`config.mk`:
```
export PLATFORM = sky130hd
export DESIGN_NAME = smct_timer
export DESIGN_NICKNAME = d
export VERILOG_FILES = /design/src/hdl/smct_pkg.sv /design/src/hdl/smct_timer.sv
export VERILOG_INCLUDE_DIRS = /design/src /design/src/hdl
export SDC_FILE = /design/constraint.sdc
export NUM_CORES = 1
export LEC_CHECK = 0
export ABC_CLOCK_PERIOD_IN_PS = 2190
export BUFFER_PORTS_ARGS = -buffer_cell sky130_fd_sc_hd__buf_2
export CORE_ASPECT_RATIO = 1.1
export CORE_MARGIN = 2
export CORE_UTILIZATION = 40
export DETAILED_ROUTE_END_ITERATION = 10
export PLACE_DENSITY = 0.68
export SYNTH_ARGS = -nofsm -noshare
export SYNTH_HDL_FRONTEND = slang
export SYNTH_SLANG_ARGS = --single-unit
export TNS_END_PERCENT = 30
```
`constraint.sdc`:
```
create_clock -name clk_i -period 2.19 [get_ports clk_i]
set_input_delay 0.1095 -clock clk_i [delete_from_list [all_inputs] [get_ports clk_i]]
set_output_delay 0.1095 -clock clk_i [all_outputs]
set_load 0.03 [all_outputs]
```
`src/hdl/smct_consts.svh`:
```
// Timing counts and widths for the shared-memory cycle timer
`ifndef SMCT_CONSTS_SVH
`define SMCT_CONSTS_SVH
`define SMCT_ADDR_W 24
`define SMCT_ROW_W 12
`define SMCT_DATA_W 32
`define SMCT_MCLK_DIV 8'h08
`define SMCT_DS_WAIT 3'h2
`define SMCT_PH_DRAM 3'h1
`define SMCT_SRAM_MIN 3'h1
`define SMCT_SRAM_MAX 3'h4
`endif

```
`src/hdl/smct_pkg.sv`:
```
// Types for the shared-memory cycle timer
package smct_pkg;
	typedef enum logic [3:0] {
		ST_IDLE = 4'h0,
		ST_WAIT = 4'h1,
		ST_BEGIN = 4'h2,
		ST_RAS = 4'h3,
		ST_CAS = 4'h4,
		ST_TAIL = 4'h5,
		ST_SACT = 4'h6,
		ST_SEND = 4'h7
	} smct_state_t;
endpackage

```
`src/hdl/smct_timer.sv`:
```
// Shared-memory cycle sequencer for DRAM and SRAM access
`include "smct_consts.svh"
module smct_timer (
	// Clock and reset
	input wire logic clk_i,
	input wire logic rst_b_i,
	// Processor request
	input wire logic data_strobe_i,
	input wire logic write_i,
	input wire logic dram_sel_i,
	input wire logic [2:0] sram_width_i,
	input wire logic [`SMCT_ADDR_W-1:0] addr_i,
	input wire logic [`SMCT_DATA_W-1:0] wdata_i,
	output logic busy_o,
	output logic done_o,
	output logic [`SMCT_DATA_W-1:0] rdata_o,
	// Memory side
	output logic row_strobe_n_o,
	output logic column_strobe_n_o,
	output logic write_strobe_n_o,
	output logic output_enable_n_o,
	output logic chip_enable_n_o,
	output logic [`SMCT_ADDR_W-1:0] mem_addr_o,
	output logic [`SMCT_DATA_W-1:0] mem_wdata_o,
	output logic mem_wdata_oe_b_o,
	input wire logic [`SMCT_DATA_W-1:0] mem_rdata_i
);
	smct_pkg::smct_state_t st_r, st_nxt;
	logic [7:0] div_r, div_nxt;
	logic tick, half;
	logic [2:0] cnt_r, cnt_nxt;
	logic [2:0] swid_r, swid_nxt;
	logic wr_r, wr_nxt;
	logic ras_r, ras_nxt, cas_r, cas_nxt, we_r, we_nxt;
	logic oe_r, oe_nxt, ce_r, ce_nxt, col_r, col_nxt;
	logic done_r, done_nxt, doe_r, doe_nxt;
	logic [`SMCT_ADDR_W-1:0] addr_r, addr_nxt;
	logic [`SMCT_DATA_W-1:0] wd_r, wd_nxt, rd_r, rd_nxt;

	// Clamp the static strobe width into its legal span
	function automatic logic [2:0] clamp_w(input logic [2:0] w);
		if (w < `SMCT_SRAM_MIN) begin
			return `SMCT_SRAM_MIN;
		end else if (w > `SMCT_SRAM_MAX) begin
			return `SMCT_SRAM_MAX;
		end
		return w;
	endfunction

	// Master clock enable; half marks mid period for the address switch
	always_comb begin
		div_nxt = (div_r == `SMCT_MCLK_DIV - 8'h01) ? 8'h00 : div_r + 8'h01;
		tick = (div_r == `SMCT_MCLK_DIV - 8'h01);
		half = (div_r == (`SMCT_MCLK_DIV >> 1) - 8'h01);
	end

	// Sequencer: every strobe moves only on a tick, column address mid phase
	always_comb begin
		st_nxt = st_r;
		cnt_nxt = cnt_r;
		swid_nxt = swid_r;
		wr_nxt = wr_r;
		ras_nxt = ras_r;
		cas_nxt = cas_r;
		we_nxt = we_r;
		oe_nxt = oe_r;
		ce_nxt = ce_r;
		col_nxt = col_r;
		done_nxt = 1'b0;
		doe_nxt = doe_r;
		addr_nxt = addr_r;
		wd_nxt = wd_r;
		rd_nxt = rd_r;
		// Address flips half a period after row falls, inside the window
		if (half && st_r == smct_pkg::ST_RAS && !col_r) begin
			col_nxt = 1'b1;
		end
		if (tick) begin
			unique case (st_r)
				smct_pkg::ST_IDLE: begin
					if (data_strobe_i) begin
						wr_nxt = write_i;
						addr_nxt = addr_i;
						wd_nxt = wdata_i;
						swid_nxt = clamp_w(sram_width_i);
						cnt_nxt = `SMCT_DS_WAIT;
						st_nxt = smct_pkg::ST_WAIT;
					end
				end
				smct_pkg::ST_WAIT: begin
					// Count counts whole ticks so the gap is at least two
					if (cnt_r == 3'h1) begin
						st_nxt = dram_sel_i ? smct_pkg::ST_BEGIN
							: smct_pkg::ST_SACT;
						if (!dram_sel_i) begin
							oe_nxt = ~wr_r;
							ce_nxt = wr_r;
							doe_nxt = wr_r;
							cnt_nxt = swid_r;
						end
					end else begin
						cnt_nxt = cnt_r - 3'h1;
					end
				end
				smct_pkg::ST_BEGIN: begin
					// Cycle begins; row falls one period later
					ras_nxt = 1'b1;
					we_nxt = wr_r;
					doe_nxt = wr_r;
					st_nxt = smct_pkg::ST_RAS;
				end
				smct_pkg::ST_RAS: begin
					cas_nxt = 1'b1;
					st_nxt = smct_pkg::ST_CAS;
				end
				smct_pkg::ST_CAS: begin
					// One period with column low, then release
					cas_nxt = 1'b0;
					we_nxt = 1'b0;
					if (!wr_r) begin
						rd_nxt = mem_rdata_i;
					end
					st_nxt = smct_pkg::ST_TAIL;
				end
				smct_pkg::ST_TAIL: begin
					ras_nxt = 1'b0;
					col_nxt = 1'b0;
					doe_nxt = 1'b0;
					done_nxt = 1'b1;
					st_nxt = smct_pkg::ST_IDLE;
				end
				smct_pkg::ST_SACT: begin
					if (cnt_r == 3'h1) begin
						if (!wr_r) begin
							rd_nxt = mem_rdata_i;
						end
						oe_nxt = 1'b0;
						ce_nxt = 1'b0;
						st_nxt = smct_pkg::ST_SEND;
					end else begin
						cnt_nxt = cnt_r - 3'h1;
					end
				end
				smct_pkg::ST_SEND: begin
					// Extra period closing the static cycle
					doe_nxt = 1'b0;
					done_nxt = 1'b1;
					st_nxt = smct_pkg::ST_IDLE;
				end
				default: begin
					st_nxt = smct_pkg::ST_IDLE;
				end
			endcase
		end
	end

	// State registers; strobes kept active-high inside, inverted at pins
	always_ff @(posedge clk_i or negedge rst_b_i) begin
		if (!rst_b_i) begin
			st_r <= smct_pkg::ST_IDLE;
			div_r <= 8'h00;
			cnt_r <= 3'h0;
			swid_r <= 3'h1;
			wr_r <= 1'b0;
			ras_r <= 1'b0;
			cas_r <= 1'b0;
			we_r <= 1'b0;
			oe_r <= 1'b0;
			ce_r <= 1'b0;
			col_r <= 1'b0;
			done_r <= 1'b0;
			doe_r <= 1'b0;
			addr_r <= '0;
			wd_r <= '0;
			rd_r <= '0;
		end else begin
			st_r <= st_nxt;
			div_r <= div_nxt;
			cnt_r <= cnt_nxt;
			swid_r <= swid_nxt;
			wr_r <= wr_nxt;
			ras_r <= ras_nxt;
			cas_r <= cas_nxt;
			we_r <= we_nxt;
			oe_r <= oe_nxt;
			ce_r <= ce_nxt;
			col_r <= col_nxt;
			done_r <= done_nxt;
			doe_r <= doe_nxt;
			addr_r <= addr_nxt;
			wd_r <= wd_nxt;
			rd_r <= rd_nxt;
		end
	end

	// Outputs; strobes idle high between cycles
	assign row_strobe_n_o = ~ras_r;
	assign column_strobe_n_o = ~cas_r;
	assign write_strobe_n_o = ~we_r;
	assign output_enable_n_o = ~oe_r;
	assign chip_enable_n_o = ~ce_r;
	assign mem_wdata_o = wd_r;
	assign mem_wdata_oe_b_o = ~doe_r;
	assign rdata_o = rd_r;
	assign done_o = done_r;
	assign busy_o = (st_r != smct_pkg::ST_IDLE);
	// Column address taken from upper bits, zero padded
	assign mem_addr_o = col_r
		? {{(`SMCT_ADDR_W-`SMCT_ROW_W){1'b0}},
			addr_r[`SMCT_ADDR_W-1:`SMCT_ROW_W]}
		: addr_r;

	// Checks; sampled at the system clock, so a master period is 8 samples
	a_strobe_on_tick: assert property (@(posedge clk_i)
		disable iff (!rst_b_i)
		!$past(tick) |-> $stable(ras_r) && $stable(cas_r) && $stable(we_r)
		&& $stable(oe_r) && $stable(ce_r))
		else $error("strobe moved off tick");
	a_idle_strobes_high: assert property (@(posedge clk_i)
		disable iff (!rst_b_i) st_r == smct_pkg::ST_IDLE |->
		row_strobe_n_o && column_strobe_n_o && output_enable_n_o
		&& chip_enable_n_o && write_strobe_n_o)
		else $error("strobe low while idle");
	// Whole master periods: the next strobe edge is seen 8 samples later
	a_ras_to_cas: assert property (@(posedge clk_i)
		disable iff (!rst_b_i)
		$fell(row_strobe_n_o) |-> column_strobe_n_o [*8] ##1
		!column_strobe_n_o)
		else $error("column not one period after row");
	a_cas_width: assert property (@(posedge clk_i)
		disable iff (!rst_b_i)
		$fell(column_strobe_n_o) |-> !column_strobe_n_o [*8] ##1
		column_strobe_n_o)
		else $error("column low width wrong");
	a_we_rise: assert property (@(posedge clk_i)
		disable iff (!rst_b_i)
		$fell(column_strobe_n_o) && wr_r |-> ##8 $rose(write_strobe_n_o))
		else $error("write strobe rise late");
	a_end_after_cas: assert property (@(posedge clk_i)
		disable iff (!rst_b_i) $rose(column_strobe_n_o) |-> ##8 done_r)
		else $error("dram cycle end wrong");
	a_end_after_we: assert property (@(posedge clk_i)
		disable iff (!rst_b_i) $rose(write_strobe_n_o) |-> ##8 done_r)
		else $error("write cycle end wrong");
	a_addr_switch: assert property (@(posedge clk_i)
		disable iff (!rst_b_i)
		$fell(row_strobe_n_o) |-> !col_r [*4] ##1 col_r)
		else $error("address switch wrong");
	a_data_valid: assert property (@(posedge clk_i)
		disable iff (!rst_b_i)
		$fell(row_strobe_n_o) && wr_r |-> !mem_wdata_oe_b_o)
		else $error("write data not driven");
	a_we_with_row: assert property (@(posedge clk_i)
		disable iff (!rst_b_i)
		$fell(row_strobe_n_o) && wr_r |-> !write_strobe_n_o)
		else $error("write strobe not low with row");
	a_read_no_drive: assert property (@(posedge clk_i)
		disable iff (!rst_b_i)
		$fell(column_strobe_n_o) && !wr_r |->
		mem_wdata_oe_b_o && write_strobe_n_o)
		else $error("bus driven during read");
	// Two full master periods of quiet strobes after the request is taken
	a_ds_gap: assert property (@(posedge clk_i)
		disable iff (!rst_b_i)
		tick && st_r == smct_pkg::ST_IDLE && data_strobe_i |->
		##1 (row_strobe_n_o && output_enable_n_o && chip_enable_n_o) [*8]
		##1 (row_strobe_n_o && output_enable_n_o && chip_enable_n_o) [*8])
		else $error("cycle started too soon");
	a_sram_oe: assert property (@(posedge clk_i)
		disable iff (!rst_b_i)
		$rose(output_enable_n_o) |-> ##8 done_r)
		else $error("sram read tail wrong");
	a_sram_oe_width: assert property (@(posedge clk_i)
		disable iff (!rst_b_i)
		$fell(output_enable_n_o) |-> !output_enable_n_o [*8])
		else $error("output enable too short");
	a_sram_ce: assert property (@(posedge clk_i)
		disable iff (!rst_b_i)
		$fell(chip_enable_n_o) |-> !chip_enable_n_o [*8])
		else $error("chip enable too short");
	a_ce_tail: assert property (@(posedge clk_i)
		disable iff (!rst_b_i)
		$rose(chip_enable_n_o) |-> ##8 done_r)
		else $error("sram write tail wrong");
	a_oe_ce_apart: assert property (@(posedge clk_i)
		disable iff (!rst_b_i)
		!output_enable_n_o |-> chip_enable_n_o && row_strobe_n_o)
		else $error("static read overlaps other strobes");
	a_ras_after_begin: assert property (@(posedge clk_i)
		disable iff (!rst_b_i) tick && st_r == smct_pkg::ST_BEGIN |->
		##1 !row_strobe_n_o)
		else $error("row late");
	a_read_end: assert property (@(posedge clk_i)
		disable iff (!rst_b_i)
		$rose(column_strobe_n_o) && !wr_r |-> ##[1:8] done_r)
		else $error("read cycle end late");
	a_done_pulse: assert property (@(posedge clk_i)
		disable iff (!rst_b_i) done_r |=> !done_r)
		else $error("done longer than one clock");
endmodule

```
==> summary.md <==
| Metric | Value |
|---|---|
| Ant. Diodes | 0 |
| Global-route wire length before repair | 20190 um |
| DR iter-0 viols | 122 |
| Synth warnings | 0 |
| Post-CTS Setup Inserts | 0 |
| Htree depth | 4 |
| Min-delay src | dram_sel_i |
| Internal power | 0.005458 W |
| Met3 Resource Use GR | 6.518% |
| Post-DP HPWL | 8046 um |
| Clock latency on the worst-skew pair | 0.41 ns |
| Net Switching | 0.002969 W |
| Slew margin rel. | 67.33% |
| WP buf/inv | 1 |
| Cts bufs inserted | 17 |
| Main area contributors after synthesis | dfrtp_1, mux2_2, nor2b_1, clkbuf_1, o21ai_0 |
| Grt ovf | 0 |
| Post-route setup TNS | 0 ns |
| Post-Synth Adder-Cell Area | 0.7655% |
| Leakage power | 3.836 nW |
| Crit path max fanout | 6 |
| CTS tree | done |
| Ys flop type | dfrtp_1 |
| Area Overhead vs Synth | 54.66% |
| R2r endpoint | cnt_r[1] |
| Sw Share | 35.23% |
| Critical path startpoint category | flip-flop |
| Syn Inst Count | 359 |
| Critical path cell sequence | ha_1 -> nand2b_1 -> buf_4 -> nor3_1 -> or4_4 -> mux2_4 |
| Critical-path top delay cell | or4_4 |
| Port-buffer cells | 191 |
| Share of cells above drive strength 1 | 51.96% |
| Power Total | 0.008427 W |
| FILL cells | 894 |
| Clk pwr share | 31.8% |
| Main combinational cell family by area after synthesis | multiplexers |
| DR vias/cell | 4.867 |
| GP Congestion | 0.8153 |
| Grt met2 use | 36.15% |
| Largest net degree at the start of global routing | 77 |
| Sequential Area | 2854 um^2 |
| Worst R2R Path Depth | 6 |
| Simple logic cell fraction of the synthesized area | 8.369% |
| Synthesized flop and latch total | 114 |
| Synth top area share | 57.67% |
| Highest clock rate | 484.9 MHz |
| Final min period | 2.062 ns |
| Die width | 109.6 um |
| Routed len/inst | 15.45 um |
| Crit path kind | reg2reg |
| # rows | 42 |
| Final setup vio count | 0 |
| Max-cap violation count | 0 |
| R2R Setup Slk | 0.13 ns |
| Logic gate share of total power | 33.6% |
| Cell taking the most area after synthesis | dfrtp_1 |
| Synthesized area per cell | 13.66 um^2 |
| GRT Overall Usage | 20.11% |
| Die Height | 120.1 um |
| Post-Route WL | 12640 um |
| Worst path max stage delay | 0.54 ns |
| Clock sinks | 114 |
| Count leader, synth | dfrtp_1 |
| CTS Root Buffer Type | clkbuf_16 |
| RSZ-0062 raised after global routing | no |
| RR Startpoint | cnt_r[0] |
| Delay-heaviest family, CP | simple AND/OR/NAND/NOR gates |
| Core area | 11980 um^2 |
| Endpoints failing hold | 0 |
| Via count | 3981 |
| Vias in the first global route | 4267 |
| Max IR drop VDD | 0.0007478 V |
| Register share of total power | 34.6% |
| Xor/xnor share of the synthesized area | 1.072% |
| Most Crowded Layer GR | met2 |
| Num ports | 192 |
| Residual DRC count | 0 |
| Sequential share of the synthesized area | 58.20% |
| Initial Utilization | 40.93% |
| Syn Nets | 458 |
| Synth async-reset ratio | 100.0% |
| Post-synth top cells | dfrtp_1, mux2_2, nor2b_1 |
| Clock transition at path regs | 0.05 ns |
| Synth Cell Area | 4903 um^2 |
| CTS Buffer Depth | 2 |
| Synth Area in Compound Gates | 4.108% |
| NumNets Final | 750 |
| Worst Path Arrival | 2.35 ns |
| Hold EP | ce_r |
| Distinct cell type count after synthesis | 46 |
| Status | completed |
| Crit path capture type | flip-flop |
| Initial antenna violation count | 0 |
| Hold path depth | 4 |
| Tightest Hold Check Type | in2reg |
| Fin crit share | 94.18% |
| WP data required | 2.48 ns |
| Multi-input logic area | 1921 um^2 |
| PD cells | 1111 nW/um^2 |
| Die area | 13160 um^2 |
| GR Util met1 | 21.05% |
| Setup Skew | 0.008048 ns |
| Mux share of post-synthesis cell area | 24.83% |
| Drt pass-1 iters | 4 |
| Least-Margin Pin Slew | 0.4901 ns |
| Antenna Nets Post-Route | 0 |
| Final Max Tran Viols | 0 |
| Number of flops mapped to enable cells by yosys | 0 |
## flip-flops by register name, summed over array words and instances, names as in the netlist
name / cells
ce_r: 1
cnt_r: 3
oe_r: 1
rdata_o: 32
ras_r: 1
doe_r: 1
st_r: 3
done_o: 1
cas_r: 1
col_r: 1
div_r: 8
wr_r: 1
we_r: 1
mem_wdata_o: 32
swid_r: 3
addr_r: 24
## kinds of logic (layout without fill, tap and decap cells)
kind of cell,count (synthesis),after routing
xor+xnor,6,6
simple gates,68,68
buf+inv,31,336
flops,114,114
fa+ha+maj,3,3
compound gates,29,29
mux,108,108
## power groups by stage
stage / registers (W) / logic (W) / clock network, W
finish: 0.00291 / 0.00283 / 0.00268
global route: 0.00298 / 0.00301 / 0.00283
CTS: 0.00291 / 0.00283 / 0.00273
detailed placement: 0.00294 / 0.00270 / 0
global placement: 0.00291 / 0.00265 / 0
floorplan: 0.00332 / 0.00147 / 0
## worst max path at each step
stage	start	endpoint	slack, ns	cells after the start
final	cnt_r[0]	cnt_r[1]	0.13	6
after global routing	div_r[0]	rdata_o[10]	0.01	6
after CTS	div_r[0]	rdata_o[29]	0.10	6
after detailed placement	div_r[0]	rdata_o[29]	0.10	6
after global placement	div_r[0]	rdata_o[14]	0.18	6
after floorplan	cnt_r[1]	rdata_o[22]	0.20	7
## final cells by class
cell class | instances | area share (%)
clock buffer | 21 | 6.204
clock inverter | 11 | 1.452
inverter | 11 | 0.5445
multi-input combinational | 214 | 25.33
sequential | 114 | 37.63
tap | 154 | 2.541
timing repair buffer | 293 | 26.30
## timing repair
item                                    in CTS  in global routing
hold endpoints to repair                   205                  0
endpoints found under the setup margin       0                 24
hold buffers                                93                  0
resized for setup                            0                  1
## worst reg2reg max path, delay by kind of cell (launching register included)
kind	cells	cell delay (ns)
fa+ha+maj	1	0.25
buf+inv	1	0.18
flops	1	0.39
mux	1	0.32
simple gates	3	0.80
## metal layers
metal / vias to the layer above / wire [um]
met1: 1972 / 4555
met3: 34 / 673
met5: - / 0
li1: 1853 / -
met4: 0 / 415
met2: 122 / 6999
## cells in the final DEF (no fill, tap or decap), types with 5 or more instances in the layout
cell type      netlist  routed
nor3_1               5       5
inv_1               11      11
dfrtp_1            113     113
clkbuf_16            0      17
nor2_1               9       9
clkinv_2             0       7
mux2_2             104     104
dlygate4sd3_1        0      93
buf_2                2     190
nor2b_1             16      16
a21oi_1              8       8
nand3_1              8       8
o21ai_0              9       9
nand2_1              7       7
buf_4                3       7
xnor2_1              5       5
## stage by stage
stage / setup slack [ns] / std cells / util (%) / hold slack (ns) / instance area (um^2)
after floorplan: 0.1994 / 359 / - / -0.1861 / 4903
after global placement: 0.1818 / 693 / 50.67 / 0.1593 / 6071
after detailed placement: 0.1029 / 693 / 50.67 / 0.1680 / 6071
after CTS: 0.1022 / 818 / 63.28 / 0.1451 / 7582
after global routing: 0.01472 / 818 / 63.29 / 0.1812 / 7584
final: 0.1276 / 818 / 63.29 / 0.1628 / 7584
(Power assumes the default switching activity.)
